`config.mk`:
```
export PLATFORM = sky130hd
export DESIGN_NAME = tim_top
export DESIGN_NICKNAME = d
export VERILOG_FILES = /design/src/hw/tim_pkg.sv /design/src/hw/tim_sync.sv /design/src/hw/tim_wake_pulse.sv /design/src/hw/tim_top.sv
export SDC_FILE = /design/constraint.sdc
export NUM_CORES = 1
export LEC_CHECK = 0
export BUFFER_PORTS_ARGS = -buffer_cell sky130_fd_sc_hd__buf_2
export CAP_MARGIN = 10
export CORE_MARGIN = 4
export CORE_UTILIZATION = 58
export CTS_BUF_LIST = sky130_fd_sc_hd__clkbuf_4
export CTS_CLUSTER_DIAMETER = 60
export DETAILED_ROUTE_END_ITERATION = 10
export PLACE_DENSITY_LB_ADDON = 0.25
export SETUP_SLACK_MARGIN = 0.5
export SKIP_LAST_GASP = 1
export SYNTH_ARGS = -nofsm -noshare
export SYNTH_HDL_FRONTEND = slang
export SYNTH_SLANG_ARGS = --single-unit
```
`constraint.sdc`:
```
create_clock -name clk -period 2.5 [get_ports clk]
set_input_delay 0.125 -clock clk [delete_from_list [all_inputs] [get_ports clk]]
set_output_delay 0.125 -clock clk [all_outputs]
set_load 0.02 [all_outputs]
```
`src/hw/tim_pkg.sv`:
```
package tim_pkg;

    // ==========================================
    // Timing
    // ==========================================
    localparam int unsigned CLK_HZ = 50_000_000;
    localparam int unsigned WAKE_LOW_US = 200;
    // Wake-up pulse length in clock cycles
    localparam int unsigned WAKE_LOW_CYC = (CLK_HZ / 1_000_000) * WAKE_LOW_US;
    localparam int unsigned WAKE_CNT_W = 14;

    // ==========================================
    // Current limit choices, in mA
    // ==========================================
    localparam int unsigned LIMIT_HIGH_MA = 200;
    localparam int unsigned LIMIT_LOW_MA = 100;

    // ==========================================
    // Driver modes
    // ==========================================
    typedef enum logic [1:0] {
        TIM_HIGH_SIDE,
        TIM_LOW_SIDE,
        TIM_PUSH_PULL
    } tim_drive_type;

    // Line request
    typedef enum logic [1:0] {
        TIM_REQ_FLOAT,
        TIM_REQ_LOW,
        TIM_REQ_HIGH
    } tim_req_type;

endpackage : tim_pkg

```
`src/hw/tim_sync.sv`:
```
`timescale 1ns/10ps
// ==========================================
// Two-flop synchroniser, one per bit
// ==========================================
module tim_sync #(
    parameter int unsigned WIDTH = 1
) (
    // Clock and reset
    input wire logic clk,
    input wire logic rstn,
    input wire logic ce,
    // Data
    input wire logic [WIDTH-1:0] async_in,
    output logic [WIDTH-1:0] sync_out
);
    logic [WIDTH-1:0] meta_q;

    // First stage read only by the second stage
    always_ff @(posedge clk or negedge rstn) begin
        if (!rstn) begin
            meta_q <= '0;
            sync_out <= '0;
        end else if (ce) begin
            meta_q <= async_in;
            sync_out <= meta_q;
        end
    end
endmodule : tim_sync

```
`src/hw/tim_wake_pulse.sv`:
```
`timescale 1ns/10ps
// ==========================================
// Wake-up low pulse stretcher
// ==========================================
module tim_wake_pulse
    import tim_pkg::*;
(
    // Clock and reset
    input wire logic clk,
    input wire logic rstn,
    input wire logic ce,
    // Detector event and pulse
    input wire logic wake_event,
    output logic wake_active
);
    logic [WAKE_CNT_W-1:0] cnt_q;

    // Restart on each event; active while counting down
    always_ff @(posedge clk or negedge rstn) begin
        if (!rstn) begin
            cnt_q <= '0;
        end else if (ce) begin
            if (wake_event) begin
                cnt_q <= WAKE_CNT_W'(WAKE_LOW_CYC);
            end else if (cnt_q != '0) begin
                cnt_q <= cnt_q - WAKE_CNT_W'(1);
            end
        end
    end

    assign wake_active = (cnt_q != '0);
endmodule : tim_wake_pulse

```
`src/hw/tim_top.sv`:
```
`timescale 1ns/10ps
// Functional notes
// - Parallel mode: select pin low frames an SPI cycle, UART on dedicated pins.
// - Multiplexed, select high: SPI off, shared pins carry UART.
// - Pin mode: select pin high gives push-pull, low single-sided drive.
// - Pin mode single-sided: shared input high low-side, low high-side.
// - Pin mode: enable pin high drives line; low turns driver off.
// - Driven line level is inverse of transmit input.
// - Mux, select low, source bit clear: enable pin drives, shared input data.
// - Mux UART: shared clock pin enables driver, line inverse of shared input.
// - Receive output is inverse line; floats by bit in SPI; pin mode active.
// - Mux with select high: shared output is inverse line level.
// - Pin mode: shared output low during thermal shutdown.
// - Pin mode: shared clock pin high selects 200mA, low 100mA.
// - SPI operation: interrupt output low when any interrupt bit set.
// - Pin mode: interrupt output low while overcurrent.
// - Wake-up output pulses low 200us per valid wake-up.
// - Pin mode: indicator 1 follows its control input.
// - SPI operation: indicator 1 on if input or bit set.
// - Indicator 2 follows its bit in SPI; off in pin mode.
// - SPI line request from disable, level bit, enable and transmit.
// - Aux logic output inverse of aux input; disable bit only in SPI.
// - Port select low uses dedicated UART pins; ignored in pin mode.
// - Source bit set: port select chooses; shared inputs sampled on its fall.
module tim_top
    import tim_pkg::*;
(
    // Clock, reset, enable
    input wire logic clk,
    input wire logic rstn,
    input wire logic ce,
    // Mode pins
    input wire logic interface_select_pin,
    input wire logic select_or_drive_type_pin,
    input wire logic serial_port_select,
    // Dedicated UART pins
    input wire logic line_drive_enable_pin,
    input wire logic line_transmit_input,
    output logic line_receive_output,
    output logic line_receive_oe_n,
    // Shared pins
    input wire logic shared_input_pin,
    input wire logic shared_clock_enable_limit_pin,
    output logic shared_output_pin,
    output logic shared_output_oe_n,
    // SPI engine side (same clock)
    input wire logic spi_read_data,
    output logic spi_active,
    // Configuration bits (same clock)
    input wire logic mux_select_source_bit,
    input wire logic receiver_disable_bit,
    input wire logic line_driver_disable_bit,
    input wire logic line_level_bit,
    input wire logic aux_input_disable_bit,
    input wire logic indicator1_bit,
    input wire logic indicator2_bit,
    input wire logic [1:0] spi_drive_type,
    input wire logic interrupt_pending,
    // Analog status (pins)
    input wire logic line_terminal_level,
    input wire logic overcurrent_detect,
    input wire logic thermal_shutdown,
    input wire logic wake_detect,
    input wire logic aux_digital_input,
    input wire logic indicator1_control_input,
    // Line driver controls
    output logic line_drive_high,
    output logic line_drive_low,
    output logic limit_200ma_select,
    // Misc outputs
    output logic interrupt_overcurrent_output,
    output logic interrupt_overcurrent_oe_n,
    output logic wakeup_request_output,
    output logic aux_input_logic_output,
    output logic aux_input_oe_n,
    output logic indicator1_output,
    output logic indicator2_output
);
    import tim_pkg::*;

    // ==========================================
    // Synchronised pins
    // ==========================================
    localparam int unsigned NSYNC = 13;
    logic [NSYNC-1:0] raw_pins;
    logic [NSYNC-1:0] sync_pins;
    logic ifsel_s, cs_s, serial_port_select_s, line_drive_enable_pin_s, tx_s, sdi_s, clkp_s;
    logic cq_s, oc_s, thsh_s, wake_s, di_s, indicator1_control_input_s;

    assign raw_pins = {interface_select_pin, select_or_drive_type_pin, serial_port_select,
                       line_drive_enable_pin, line_transmit_input, shared_input_pin,
                       shared_clock_enable_limit_pin, line_terminal_level,
                       overcurrent_detect, thermal_shutdown, wake_detect,
                       aux_digital_input, indicator1_control_input};

    tim_sync #(.WIDTH(NSYNC)) tim_sync_inst (
        .clk(clk),
        .rstn(rstn),
        .ce(ce),
        .async_in(raw_pins),
        .sync_out(sync_pins)
    );

    assign {ifsel_s, cs_s, serial_port_select_s, line_drive_enable_pin_s, tx_s, sdi_s, clkp_s,
            cq_s, oc_s, thsh_s, wake_s, di_s, indicator1_control_input_s} = sync_pins;

    // ==========================================
    // Wake-up pulse
    // ==========================================
    logic wake_prev_q;
    logic wake_active;

    // Detector output is synchronised like any pin, so the pulse starts
    // four edges after the rise; fine against a pulse of many microseconds
    // Rising edge of detector output is one valid condition
    always_ff @(posedge clk or negedge rstn) begin
        if (!rstn) begin
            wake_prev_q <= 1'b0;
        end else if (ce) begin
            wake_prev_q <= wake_s;
        end
    end

    tim_wake_pulse tim_wake_pulse_inst (
        .clk(clk),
        .rstn(rstn),
        .ce(ce),
        .wake_event(wake_s & ~wake_prev_q),
        .wake_active(wake_active)
    );

    // ==========================================
    // Port-select sampling
    // ==========================================
    // Shared enable and data follow the pins while port select is high and
    // freeze at its fall, so the line does not glitch while the host swaps
    // its port over to SPI traffic.
    logic held_line_drive_enable_pin_q, held_tx_q;

    always_ff @(posedge clk or negedge rstn) begin
        if (!rstn) begin
            held_line_drive_enable_pin_q <= 1'b0;
            held_tx_q <= 1'b1;
        end else if (ce) begin
            if (serial_port_select_s) begin
                held_line_drive_enable_pin_q <= clkp_s;
                held_tx_q <= sdi_s;
            end
        end
    end

    // ==========================================
    // Mode decode
    // ==========================================
    // Returns the line request for an enable/transmit pair, inverting data
    function automatic tim_req_type uart_req(input logic en, input logic tx);
        if (!en) begin
            uart_req = TIM_REQ_FLOAT;
        end else begin
            uart_req = tx ? TIM_REQ_LOW : TIM_REQ_HIGH;
        end
    endfunction : uart_req

    logic pin_mode, mux_mode, mux_uart, mux_spi_data, mux_held;
    tim_drive_type drive_type;
    tim_req_type req;
    logic en_eff, tx_eff;

    assign pin_mode = !ifsel_s;
    // Serial side has three shapes:
    //   source bit clear, port select low  -> parallel, dedicated UART pins
    //   source bit clear, port select high -> chip-select picks SPI or UART
    //   source bit set                     -> port select picks SPI or UART
    // In the last shape the line keeps the enable and data captured while
    // port select was high, so SPI traffic on the shared pins never reaches
    // the line. Limitation: the line cannot be switched during SPI there.
    assign mux_mode = !pin_mode && (mux_select_source_bit || serial_port_select_s);
    // Multiplexed UART window selected by chip-select or by port select
    assign mux_uart = mux_mode && (mux_select_source_bit ? serial_port_select_s : cs_s);
    assign mux_spi_data = mux_mode && !mux_select_source_bit && !cs_s;
    assign mux_held = mux_mode && mux_select_source_bit && !serial_port_select_s;

    // Pin straps win over the serial drive-type code
    always_comb begin
        drive_type = TIM_PUSH_PULL;
        if (pin_mode) begin
            if (cs_s) begin
                drive_type = TIM_PUSH_PULL;
            end else begin
                drive_type = sdi_s ? TIM_LOW_SIDE : TIM_HIGH_SIDE;
            end
        end else begin
            case (spi_drive_type)
                2'h0: drive_type = TIM_HIGH_SIDE;
                2'h1: drive_type = TIM_LOW_SIDE;
                default: drive_type = TIM_PUSH_PULL;
            endcase
        end
    end

    // Source of enable and data for the line
    always_comb begin
        en_eff = line_drive_enable_pin_s;
        tx_eff = tx_s;
        if (mux_uart) begin
            en_eff = clkp_s;
            tx_eff = sdi_s;
        end else if (mux_spi_data) begin
            tx_eff = sdi_s;
        end else if (mux_held) begin
            en_eff = held_line_drive_enable_pin_q;
            tx_eff = held_tx_q;
        end
    end

    // Line request
    always_comb begin
        req = TIM_REQ_FLOAT;
        if (pin_mode) begin
            req = uart_req(line_drive_enable_pin_s, tx_s);
        end else if (line_driver_disable_bit) begin
            req = TIM_REQ_FLOAT;
        end else if (!en_eff) begin
            req = line_level_bit ? TIM_REQ_HIGH : TIM_REQ_FLOAT;
        end else if (tx_eff && !line_level_bit) begin
            req = TIM_REQ_LOW;
        end else begin
            req = TIM_REQ_HIGH;
        end
    end

    // ==========================================
    // Line driver outputs
    // ==========================================
    // Single-sided drive floats the opposite level
    // The limit strap only matters in pin mode; serial mode keeps it low
    always_ff @(posedge clk or negedge rstn) begin
        if (!rstn) begin
            line_drive_high <= 1'b0;
            line_drive_low <= 1'b0;
            limit_200ma_select <= 1'b0;
        end else if (ce) begin
            line_drive_high <= (req == TIM_REQ_HIGH) && (drive_type != TIM_LOW_SIDE);
            line_drive_low <= (req == TIM_REQ_LOW) && (drive_type != TIM_HIGH_SIDE);
            limit_200ma_select <= pin_mode && clkp_s;
        end
    end

    // ==========================================
    // Receiver and shared output
    // ==========================================
    // Receive output, and shared output in mux UART, follow the line through
    // the same synchroniser, so they lag the pin by three edges
    always_ff @(posedge clk or negedge rstn) begin
        if (!rstn) begin
            line_receive_output <= 1'b1;
            line_receive_oe_n <= 1'b1;
            shared_output_pin <= 1'b1;
            shared_output_oe_n <= 1'b1;
            spi_active <= 1'b0;
        end else if (ce) begin
            line_receive_output <= !cq_s;
            line_receive_oe_n <= !pin_mode && receiver_disable_bit;
            spi_active <= !pin_mode && !cs_s && !mux_uart;
            if (pin_mode) begin
                shared_output_pin <= !thsh_s;
                shared_output_oe_n <= 1'b0;
            end else if (mux_uart) begin
                shared_output_pin <= !cq_s;
                shared_output_oe_n <= receiver_disable_bit;
            end else begin
                shared_output_pin <= spi_read_data;
                shared_output_oe_n <= cs_s;
            end
        end
    end

    // ==========================================
    // Interrupt, wake, aux input, indicators
    // ==========================================
    // Interrupt output is open-drain: only ever drives low
    always_ff @(posedge clk or negedge rstn) begin
        if (!rstn) begin
            interrupt_overcurrent_output <= 1'b0;
            interrupt_overcurrent_oe_n <= 1'b1;
            wakeup_request_output <= 1'b1;
            aux_input_logic_output <= 1'b1;
            aux_input_oe_n <= 1'b1;
            indicator1_output <= 1'b0;
            indicator2_output <= 1'b0;
        end else if (ce) begin
            interrupt_overcurrent_output <= 1'b0;
            if (pin_mode) begin
                interrupt_overcurrent_oe_n <= !oc_s;
                indicator1_output <= indicator1_control_input_s;
                indicator2_output <= 1'b0;
                aux_input_oe_n <= 1'b0;
            end else begin
                interrupt_overcurrent_oe_n <= !interrupt_pending;
                indicator1_output <= indicator1_control_input_s || indicator1_bit;
                indicator2_output <= indicator2_bit;
                aux_input_oe_n <= aux_input_disable_bit;
            end
            wakeup_request_output <= !wake_active;
            aux_input_logic_output <= !di_s;
        end
    end

endmodule : tim_top

```
==> results.cfg, run 1 <==
[run_status]
status = complete, no violations

[cells_and_area]
final_util = 0.732
syn2layout_area_growth_pct = 20.4
regArea_sq_um = 1440
diodes = 0
finalNetCount = 327
drive_above_1_share = 0.332
multi_input_area_sq_um = 1160
num-fill-cells = 315
fin_area_sq_um = 3230

[sta]
max_freq_ghz = 0.534
worst_slack_ps = 628
final.setup_skew_ps = 12.1
tns_ps = 0
rsz0062_at_grt = false
min_period_ps = 1870
fin_crit_sh = 0.749
drv_slew = 0
hold_violations = 0
tightest_slew_ps = 629
slew_headroom = 0.581
setup_viol = 0

[worst_setup_path]
crit_required_ps = 2810
startpoint_type = flop
crit_buf_inv = 0
critPathKind = flop to flop
reg2reg_depth = 4
r2r_slack_ps = 630
r2r-start = tim_wake_pulse_inst.cnt_q[2]$_DFFE_PN0P_
rr_endpoint = tim_wake_pulse_inst.cnt_q[12]$_DFFE_PN0P_
worst_path_largest_cell_delay_ps = 440
crit_arrival_ps = 2180
worstSetupPathDepth = 4
critPathTopFamily = simple AND/OR/NAND/NOR gates
end_kind = flop
worstPathCellList = or3_1 > or3_4 > or4_1 > a21oi_1
slowest_stage = dfrtp_1
path_max_fanout = 6
crit_start = tim_wake_pulse_inst.cnt_q[2]$_DFFE_PN0P_

[routing]
vias = 2018
ant_nets = 0
drt_wl_total_um = 5370
drt-initial-drc-count = 125
wire_per_inst_um = 15.1
via_per_inst = 5.67
drtPass1Iterations = 4
drc = 0

[worst_hold_path]
min_to = line_drive_high$_DFFE_PN0P_
hp-start = spi_drive_type[1]
holdPathStages = 3
hold_class = input port to flop

[clock_network]
cts_tree = done
numClockSinks = 57
h-tree-depth = 3
clkLatencyLatePin_ps = 390
cts_made_buffers = 9
root_buffer = clkbuf_4
cts.clk_slew.worst_paths_ps = 100
clock_path_buffers = 2

[logic_synthesis]
yosys_warnings = 0
synth-edff-count = 0
synth_nets = 267
synth-seq-cells = 57
synth_seq_area_share = 0.536
syn_inst = 239
async_flop_share = 1.00
synth_cell_types = 45
syn_avg_cell_area_sq_um = 11.2
yosys_most_used_dff = dfrtp_1
syn-cell-area_sq_um = 2680

[die]
die_y_um = 76.0
start_util = 0.608
die-width_um = 76.0
floorplan.io_pins = 42
dieArea_sq_um = 5780
rows = 24
coreArea_sq_um = 4410

[pwr]
vdd_drop_max_v = 0.000488
power_mw = 2.45
leakagePower_nw = 1.42
power.density_nw_per_um2 = 759

[placement]
place_ws_ps = 612
place_congestion = 0.820
dpl.hpwl_um = 3550
dpl_cell_area_sq_um = 2920
io_buffers = 40

[global_routing]
grt_max_degree = 50
grt_use_met2 = 0.295
grt_pass1_vias = 2008
busiest_layer = met2
grt_use_met3 = 0.0437
gr-total-overflow = 0
grt_pass1_wl_um = 9400
antenna_found_initial = 0
grt_util_all_layers = 0.199
grtUsageMet1 = 0.278

[run]
cap_viol_max_count = 0
==> tightest hold or removal path, stage by stage <==
cell	delay, ps
buf_2	90
o211ai_1	90
o2bb2ai_1	110
==> stage by stage <==
step / hold WS, ps / std cells
after floorplan: -171 / 239
after global placement: 127 / 323
after detailed placement: 125 / 323
after CTS: 35.7 / 356
after global routing: 60.3 / 356
final: 54.3 / 356
==> layout by cell type, fill, tap and decap left out, types with 3 or more instances in the layout <==
master	count
a21oi_1	5
a31oi_1	4
and4_1	3
buf_2	40
buf_4	3
clkbuf_4	10
dfrtp_1	48
dfstp_2	9
dlygate4sd3_1	17
inv_1	12
mux2_2	30
mux2i_1	5
nand2_1	19
nand2b_1	5
nand3_1	5
nand3b_1	3
nor2_1	10
nor3_1	3
o211ai_1	3
o21ai_0	18
o2bb2ai_1	5
or3_1	5
or4_1	5
==> cell usage after synthesis, types with 2 or more instances <==
cell | instances | area, sq um
nand2b_1 | 5 | 31.3
nand2_1 | 19 | 71.3
nor3_1 | 3 | 15.0
a21oi_1 | 5 | 25.0
inv_1 | 12 | 45.0
or3_4 | 2 | 22.5
clkbuf_1 | 9 | 33.8
and4_1 | 3 | 26.3
nor2b_1 | 2 | 12.5
nand3_1 | 5 | 25.0
dfstp_2 | 9 | 236
and3_1 | 2 | 12.5
o21a_1 | 2 | 15.0
or3_1 | 5 | 31.3
o211ai_1 | 3 | 22.5
o21ai_0 | 18 | 90.1
mux2i_1 | 5 | 50.1
a31oi_1 | 4 | 25.0
nor2_1 | 10 | 37.5
nand3b_1 | 3 | 22.5
o2bb2ai_1 | 5 | 43.8
nor3b_1 | 2 | 15.0
or4_1 | 5 | 37.5
o31ai_1 | 2 | 15.0
nand4_1 | 2 | 12.5
mux2_2 | 30 | 338
dfrtp_1 | 48 | 1200
o311ai_0 | 2 | 17.5
==> cell type report <==
cell class	instances	area share
Sequential cell	57	0.445
Multi-Input combinational cell	159	0.358
Timing Repair Buffer	60	0.122
Clock buffer	10	0.0232
Tap cell	52	0.0201
Clock inverter	6	0.0182
Inverter	12	0.0139
==> flip-flops by register name, indices dropped and copies added, names as in the netlist <==
signal / cells
tim_wake_pulse_inst.cnt_q: 14
tim_sync_inst.meta_q: 13
tim_sync_inst.sync_out: 13
aux_input_logic_output: 1
aux_input_oe_n: 1
held_line_drive_enable_pin_q: 1
held_tx_q: 1
indicator1_output: 1
indicator2_output: 1
interrupt_overcurrent_oe_n: 1
limit_200ma_select: 1
line_drive_high: 1
line_drive_low: 1
line_receive_oe_n: 1
line_receive_output: 1
shared_output_oe_n: 1
shared_output_pin: 1
spi_active: 1
wake_prev_q: 1
wakeup_request_output: 1
==> worst max path at each step <==
stage	to	slack, ps
6_report	tim_wake_pulse_inst.cnt_q[12]$_DFFE_PN0P_	630
3_3_place_gp	tim_wake_pulse_inst.cnt_q[12]$_DFFE_PN0P_	680
3_5_place_dp	tim_wake_pulse_inst.cnt_q[12]$_DFFE_PN0P_	610
5_1_grt	tim_wake_pulse_inst.cnt_q[0]$_DFFE_PN0P_	520
2_1_floorplan	tim_wake_pulse_inst.cnt_q[12]$_DFFE_PN0P_	720
4_1_cts	tim_wake_pulse_inst.cnt_q[12]$_DFFE_PN0P_	590
==> power breakdown <==
part	switching, mW	total, mW	internal, mW
Clock	0.332	0.641	0.310
Combinational	0.289	0.561	0.272
Sequential	0.149	1.25	1.10
Total	0.770	2.45	1.68
==> metal layers <==
layer  vias to the layer above  wire [um]
li1                        988          -
met1                       963       2560
met2                        56       2440
met3                        11        260
met4                         0        103
met5                         -          0
==> cells by family (layout without fill, tap and decap cells) <==
logic type | after synthesis | count (layout) | synth area share
DFF | 57 | 57 | 0.536
buffers and inverters | 23 | 88 | 0.0340
and+or+nand+nor | 73 | 73 | 0.159
muxes | 35 | 35 | 0.145
adders and majority gates | 1 | 1 | 0.00466
AOI/OAI and AO/OA | 49 | 49 | 0.120
other | 1 | 1 | 0.00140
==> timing repair <==
item	4_1_cts	5_1_grt
buffers inserted	0	0
gates resized for setup	0	1
endpoints found under the setup margin	0	2
endpoints found under the hold margin	33	0
hold buffers	17	0
(Power assumes the default switching activity.)
==> run 2: changes to the inputs <==
--- a/config.mk
+++ b/config.mk
@@ -8,7 +8,7 @@
 export BUFFER_PORTS_ARGS = -buffer_cell sky130_fd_sc_hd__buf_2
 export CAP_MARGIN = 10
 export CORE_MARGIN = 4
-export CORE_UTILIZATION = 58
+export CORE_UTILIZATION = 53
 export CTS_BUF_LIST = sky130_fd_sc_hd__clkbuf_4
 export CTS_CLUSTER_DIAMETER = 60
 export DETAILED_ROUTE_END_ITERATION = 10
==> constraint.sdc (replaced) <==
create_clock -name clk -period 1.6 [get_ports clk]
set_input_delay 0.08 -clock clk [delete_from_list [all_inputs] [get_ports clk]]
set_output_delay 0.08 -clock clk [all_outputs]
set_load 0.02 [all_outputs]
==> run 2 against run 1 <==
  * The flow now finishes with violations (negative setup slack)
  * Clock power up 62%
  * Maximum frequency up 1.8%
  * First-iteration DRC count down 2.4%
  * Utilization up 4.6 points
  * Die area up 8.4%
  * Worst hold slack worse by 23 ps
  * Sequential power up 53%
  * Routed wire length up 16%
  * Non-clock buffer count up 34
  * Cell count up 14%
  * Worst setup slack worse by 870 ps
  * Critical path type unchanged
==> results.cfg, run 2 (synthesis results as in run 1) <==
[die]
rows = 25
die_y_um = 79.1
coreArea_sq_um = 4820
start_util = 0.557
dieArea_sq_um = 6260
floorplan.io_pins = 42
die-width_um = 79.1

[sta]
final.setup_skew_ps = 17.5
fin_crit_sh = 1.15
tns_ps = -979
rsz0062_at_grt = true
hold_violations = 0
worst_slack_ps = -240
hold_slack_ps = 30.9
drv_slew = 0
min_period_ps = 1840
setup_viol = 9
max_freq_ghz = 0.544

[clock_network]
cts_made_buffers = 9
cts.clk_slew.worst_paths_ps = 110
h-tree-depth = 3
clkLatencyLatePin_ps = 390
root_buffer = clkbuf_4
numClockSinks = 57
cts_tree = done
clock_path_buffers = 2

[cells_and_area]
final_cell_mix = dfrtp_1, buf_2, buf_4, mux2_2, dlygate4sd3_1
regMostFlops = tim_wake_pulse_inst.cnt_q
drive_above_1_share = 0.473
diodes = 0
largest_reg_flops = 14
regArea_sq_um = 1440
top_regs = tim_wake_pulse_inst.cnt_q: 14 flops, tim_sync_inst.meta_q: 13 flops, tim_sync_inst.sync_out: 13 flops
finalNetCount = 361
final-instance-count-excl-fill = 405
final_common_cell = dfrtp_1
multi_input_area_sq_um = 1310
final_util = 0.778
syn2layout_area_growth_pct = 39.7
num-fill-cells = 298

[worst_setup_path]
crit_required_ps = 1910
crit_arrival_ps = 2150
crit_top_cell = or3_4
worstPathCellList = or3_4 > or3_4 > or4_1 > a21oi_2
path_max_fanout = 5
startpoint_type = flop
worst_path_largest_cell_delay_ps = 440
end_kind = flop
slowest_stage = or4_1
reg2reg_depth = 4
critPathKind = flop to flop

[placement]
placedCellCount = 361
dpl.hpwl_um = 3820
place_ws_ps = -209
io_buffers = 40
place_congestion = 0.793

[routing]
via_per_inst = 5.44
drt_wl_total_um = 6220
drc = 0
ant_nets = 0
drt-initial-drc-count = 122
drtPass1Iterations = 4
vias = 2202
wire_per_inst_um = 15.3

[worst_hold_path]
holdPathStages = 3
hold_class = input port to flop

[global_routing]
grt_util_all_layers = 0.215
gr-total-overflow = 0
grt_max_degree = 58
grt_pass1_wl_um = 10400
antenna_found_initial = 0
grt_pass1_vias = 2218

[run_status]
status = finished with violations
violations = negative setup slack

[pwr]
leakagePower_nw = 1.64
vdd_drop_max_v = 0.000661
power.density_nw_per_um2 = 1180

[run]
cap_viol_max_count = 0
run 2: changes by cell type in the layout (fill, tap and decap cells not counted), moves of 4 or more:
cell,before,now
buf_2,40,32
buf_6,0,13
o21ai_0,18,13
o21ai_1,0,4
buf_4,3,29
run 2: final cells by class:
cell class / count / share of cell area
sequential: 57 / 0.384
clock buffer: 9 / 0.0180
inverter: 12 / 0.0120
timing repair buffer: 94 / 0.196
multi-input combinational: 159 / 0.348
tap: 67 / 0.0224
clock inverter: 7 / 0.0190
run 2: layer usage:
metal / up-vias / routed length (um) / GRT usage
li1: 1071 / - / -
met1: 1067 / 2710 / 0.278
met2: 53 / 3130 / 0.340
met3: 11 / 286 / 0.0488
met4: 0 / 96 / 0.103
met5: - / 0 / 0
run 2: report_power, final:
group          switching [mW]  internal, mW
clock                   0.566         0.472
sequential              0.184          1.72
combinational           0.686         0.790
run 2: final timing paths:
path	slack, ps	start	end
hold / removal	30	spi_drive_type[1]	line_drive_high$_DFFE_PN0P_
setup / recovery	-240	tim_wake_pulse_inst.cnt_q[2]$_DFFE_PN0P_	tim_wake_pulse_inst.cnt_q[12]$_DFFE_PN0P_
setup reg to reg	-240	tim_wake_pulse_inst.cnt_q[2]$_DFFE_PN0P_	tim_wake_pulse_inst.cnt_q[12]$_DFFE_PN0P_
max in group asynchronous	1090	rstn	aux_input_logic_output$_DFFE_PN1P_
min in group asynchronous	200	rstn	tim_sync_inst.meta_q[10]$_DFFE_PN0P_
hold reg to reg	450	tim_sync_inst.sync_out[1]$_DFFE_PN0P_	aux_input_logic_output$_DFFE_PN1P_
run 2: through the flow:
step | total power, mW | instance area (sq um)
2_1_floorplan | 2.58 | 2720
6_report | 4.42 | 3750
3_5_place_dp | 3.11 | 3160
4_1_cts | 4.29 | 3590
3_3_place_gp | 3.06 | 3160
5_1_grt | 4.72 | 3750
run 2: worst max-delay path, delay by kind of cell, from the launching register on:
family	cells	cell delay (ps)
AO/OA/AOI/OAI	1	140
AND/OR/NAND/NOR	3	1240
flip-flops	1	390
run 2: timing repair:
item | in CTS | in global routing
resized for setup | 29 | 21
hold buffers | 19 | 0
pin swaps | 10 | 11
setup endpoints to repair | 29 | 32
buffers inserted | 1 | 8
hold endpoints to repair | 76 | 0
==> run 3: changes to the inputs <==
--- a/config.mk
+++ b/config.mk
@@ -17,4 +17,5 @@
 export SKIP_LAST_GASP = 1
 export SYNTH_ARGS = -nofsm -noshare
 export SYNTH_HDL_FRONTEND = slang
+export SYNTH_HIERARCHICAL = 1
 export SYNTH_SLANG_ARGS = --single-unit
==> run 3 against run 2 <==
  * The flow still finishes with violations (negative setup slack)
  * Sequential cell count unchanged
  * Utilization increased by 1.5 points
  * Register-to-register slack about the same
  * Final area increased by 8.8%
  * Worst setup slack got worse by 3.9 ps
  * Via count increased by 7.2%
  * Count of clock-buffer cells in the layout increased by 3
  * Cell count increased by 4.7%
  * Combinational power increased by 49%
  * First-iteration DRC count increased by 27%
  * Die area increased by 5.3%
  * Critical path type unchanged
  * Largest cell class unchanged
==> results.cfg, run 3 <==
[run_status]
status = finished with violations
violations = negative setup slack

[die]
coreArea_sq_um = 5140
start_util = 0.553
rows = 26
die_y_um = 81.2
die-width_um = 81.2
dieArea_sq_um = 6600
floorplan.io_pins = 42

[routing]
wire_per_inst_um = 17.4
drt_wl_total_um = 7370
ant_nets = 0
vias = 2361
drc = 0
drtPass1Iterations = 4
drt-initial-drc-count = 155
via_per_inst = 5.57

[worst_hold_path]
min_to = interrupt_overcurrent_oe_n$_DFFE_PN1P_
hp-start = interrupt_pending
holdPathStages = 3
hold_class = input port to flop

[pwr]
power.density_nw_per_um2 = 1320
vdd_drop_max_v = 0.000893
power_mw = 5.39
leakagePower_nw = 1.92

[cells_and_area]
final_common_cell = dfrtp_1
final_cell_mix = dfrtp_1, buf_4, buf_2, mux2_4, dlygate4sd3_1
drive_above_1_share = 0.525
largest_reg_flops = 14
top_regs = tim_wake_pulse_inst/cnt_q: 14 flops, tim_sync_inst/meta_q: 13 flops, tim_sync_inst/sync_out: 13 flops
num-fill-cells = 315
finalNetCount = 377
regMostFlops = tim_wake_pulse_inst/cnt_q
final-instance-count-excl-fill = 424
syn2layout_area_growth_pct = 43.5
diodes = 0

[clock_network]
numClockSinks = 57
cts_tree = done
clkLatencyLatePin_ps = 400
root_buffer = clkbuf_4
cts.clk_slew.worst_paths_ps = 100
cts_made_buffers = 9
clock_path_buffers = 2
h-tree-depth = 3

[logic_synthesis]
yosys_warnings = 6
synth_top_area_frac = 0.423
synth_top_cell_by_area = dfrtp_1
synth_nets = 267
syn_inst = 239
synth_cell_types = 55
synth-edff-count = 0
synth_common_cells = dfrtp_1, mux2_4, inv_1
yosys-top-cells-area = dfrtp_1, mux2_4, dfstp_2
async_flop_share = 1.00
syn-cell-area_sq_um = 2840
yosysMostFrequentCell = dfrtp_1
yosys_most_used_dff = dfrtp_1
synth-seq-cells = 57
syn_avg_cell_area_sq_um = 11.9
synth_seq_area_share = 0.506

[sta]
max_freq_ghz = 0.542
hold_violations = 0
drv_slew = 0
setup_viol = 15
worst_slack_ps = -244
final.setup_skew_ps = 10.9
fin_crit_sh = 1.15
rsz0062_at_grt = true
hold_slack_ps = 70.7
min_period_ps = 1840

[placement]
place_ws_ps = -222
placedCellCount = 371
io_buffers = 40
dpl.hpwl_um = 4080
place_congestion = 0.827

[worst_setup_path]
reg2reg_depth = 5
crit_arrival_ps = 2140
rr_endpoint = tim_wake_pulse_inst/cnt_q[12]$_DFFE_PN0P_
end_kind = flop
critPathKind = flop to flop
crit_required_ps = 1900
r2r-start = tim_wake_pulse_inst/cnt_q[6]$_DFFE_PN0P_
startpoint_type = flop
r2r_slack_ps = -240
path_max_fanout = 4

[global_routing]
grt_pass1_vias = 2405
gr-total-overflow = 0
antenna_found_initial = 0
grt_util_all_layers = 0.230
grt_pass1_wl_um = 11500
grt_max_degree = 58

[run]
cap_viol_max_count = 0
run 3: kinds of logic after synthesis:
family	Yosys count	synth area share
AND/OR/NAND/NOR	59	0.125
flip-flops	57	0.506
AO/OA/AOI/OAI	55	0.139
multiplexers	35	0.163
buffers and inverters	31	0.0612
adder cells (fa/ha/maj)	1	0.00440
other	1	0.00132
run 3: layer usage:
layer,global-route usage,wire length [um]
met1,0.284,3050
met2,0.392,3720
met5,0,0
met4,0.106,161
met3,0.0421,429
run 3: layout make-up:
| cell class | count | area, sq um | area share |
|---|---|---|---|
| clock inverter | 4 | 68.8 | 0.0169 |
| timing repair buffer | 113 | 915 | 0.224 |
| tap | 70 | 87.6 | 0.0215 |
| multi-input combinational | 151 | 1410 | 0.346 |
| sequential | 57 | 1440 | 0.354 |
| inverter | 17 | 63.8 | 0.0156 |
| clock buffer | 12 | 90.1 | 0.0221 |
run 3: critical path: stages, from the launching register on:
cell and delay, ps:
dfrtp_1 400, or4_4 590, buf_4 180, nor4_4 300
o21ai_1 110, a21o_1 170
run 3: worst max-delay path by stage:
stage / start / end / slack [ps] / depth (start not counted)
4_1_cts: tim_wake_pulse_inst/cnt_q[1]$_DFFE_PN0P_ / tim_wake_pulse_inst/cnt_q[6]$_DFFE_PN0P_ / -190 / 7
5_1_grt: tim_wake_pulse_inst/cnt_q[1]$_DFFE_PN0P_ / tim_wake_pulse_inst/cnt_q[5]$_DFFE_PN0P_ / -290 / 7
3_3_place_gp: tim_wake_pulse_inst/cnt_q[6]$_DFFE_PN0P_ / tim_wake_pulse_inst/cnt_q[2]$_DFFE_PN0P_ / -180 / 5
6_report: tim_wake_pulse_inst/cnt_q[6]$_DFFE_PN0P_ / tim_wake_pulse_inst/cnt_q[12]$_DFFE_PN0P_ / -240 / 5
3_5_place_dp: tim_wake_pulse_inst/cnt_q[1]$_DFFE_PN0P_ / tim_wake_pulse_inst/cnt_q[8]$_DFFE_PN0P_ / -220 / 6
2_1_floorplan: tim_wake_pulse_inst/cnt_q[0]$_DFFE_PN0P_ / tim_wake_pulse_inst/cnt_q[6]$_DFFE_PN0P_ / -220 / 7
run 3: report_power, final:
| part | internal (mW) | total [mW] | switching (mW) | leakage (nW) |
|---|---|---|---|---|
| registers | 1.75 | 1.99 | 0.240 | 0.664 |
| logic | 1.16 | 2.21 | 1.05 | 1.17 |
| clock network | 0.680 | 1.19 | 0.512 | 0.0890 |
| total | 3.59 | 5.39 | 1.80 | 1.92 |
run 3: stage by stage:
step / setup TNS (ps) / cell area (sq um) / util
2_1_floorplan: -1880 / 2910 / -
3_5_place_dp: -2250 / 3370 / 0.656
6_report: -2030 / 4080 / 0.793
4_1_cts: -1820 / 3920 / 0.763
3_3_place_gp: -1890 / 3370 / 0.656
5_1_grt: -3140 / 4080 / 0.793
run 3: what timing repair did:
item,in CTS,in global routing
pin swaps,4,5
gates cloned,0,0
setup buffers,10,7
hold endpoints to repair,77,0
hold buffers,20,0
resized for setup,36,26
setup endpoints to repair,27,32
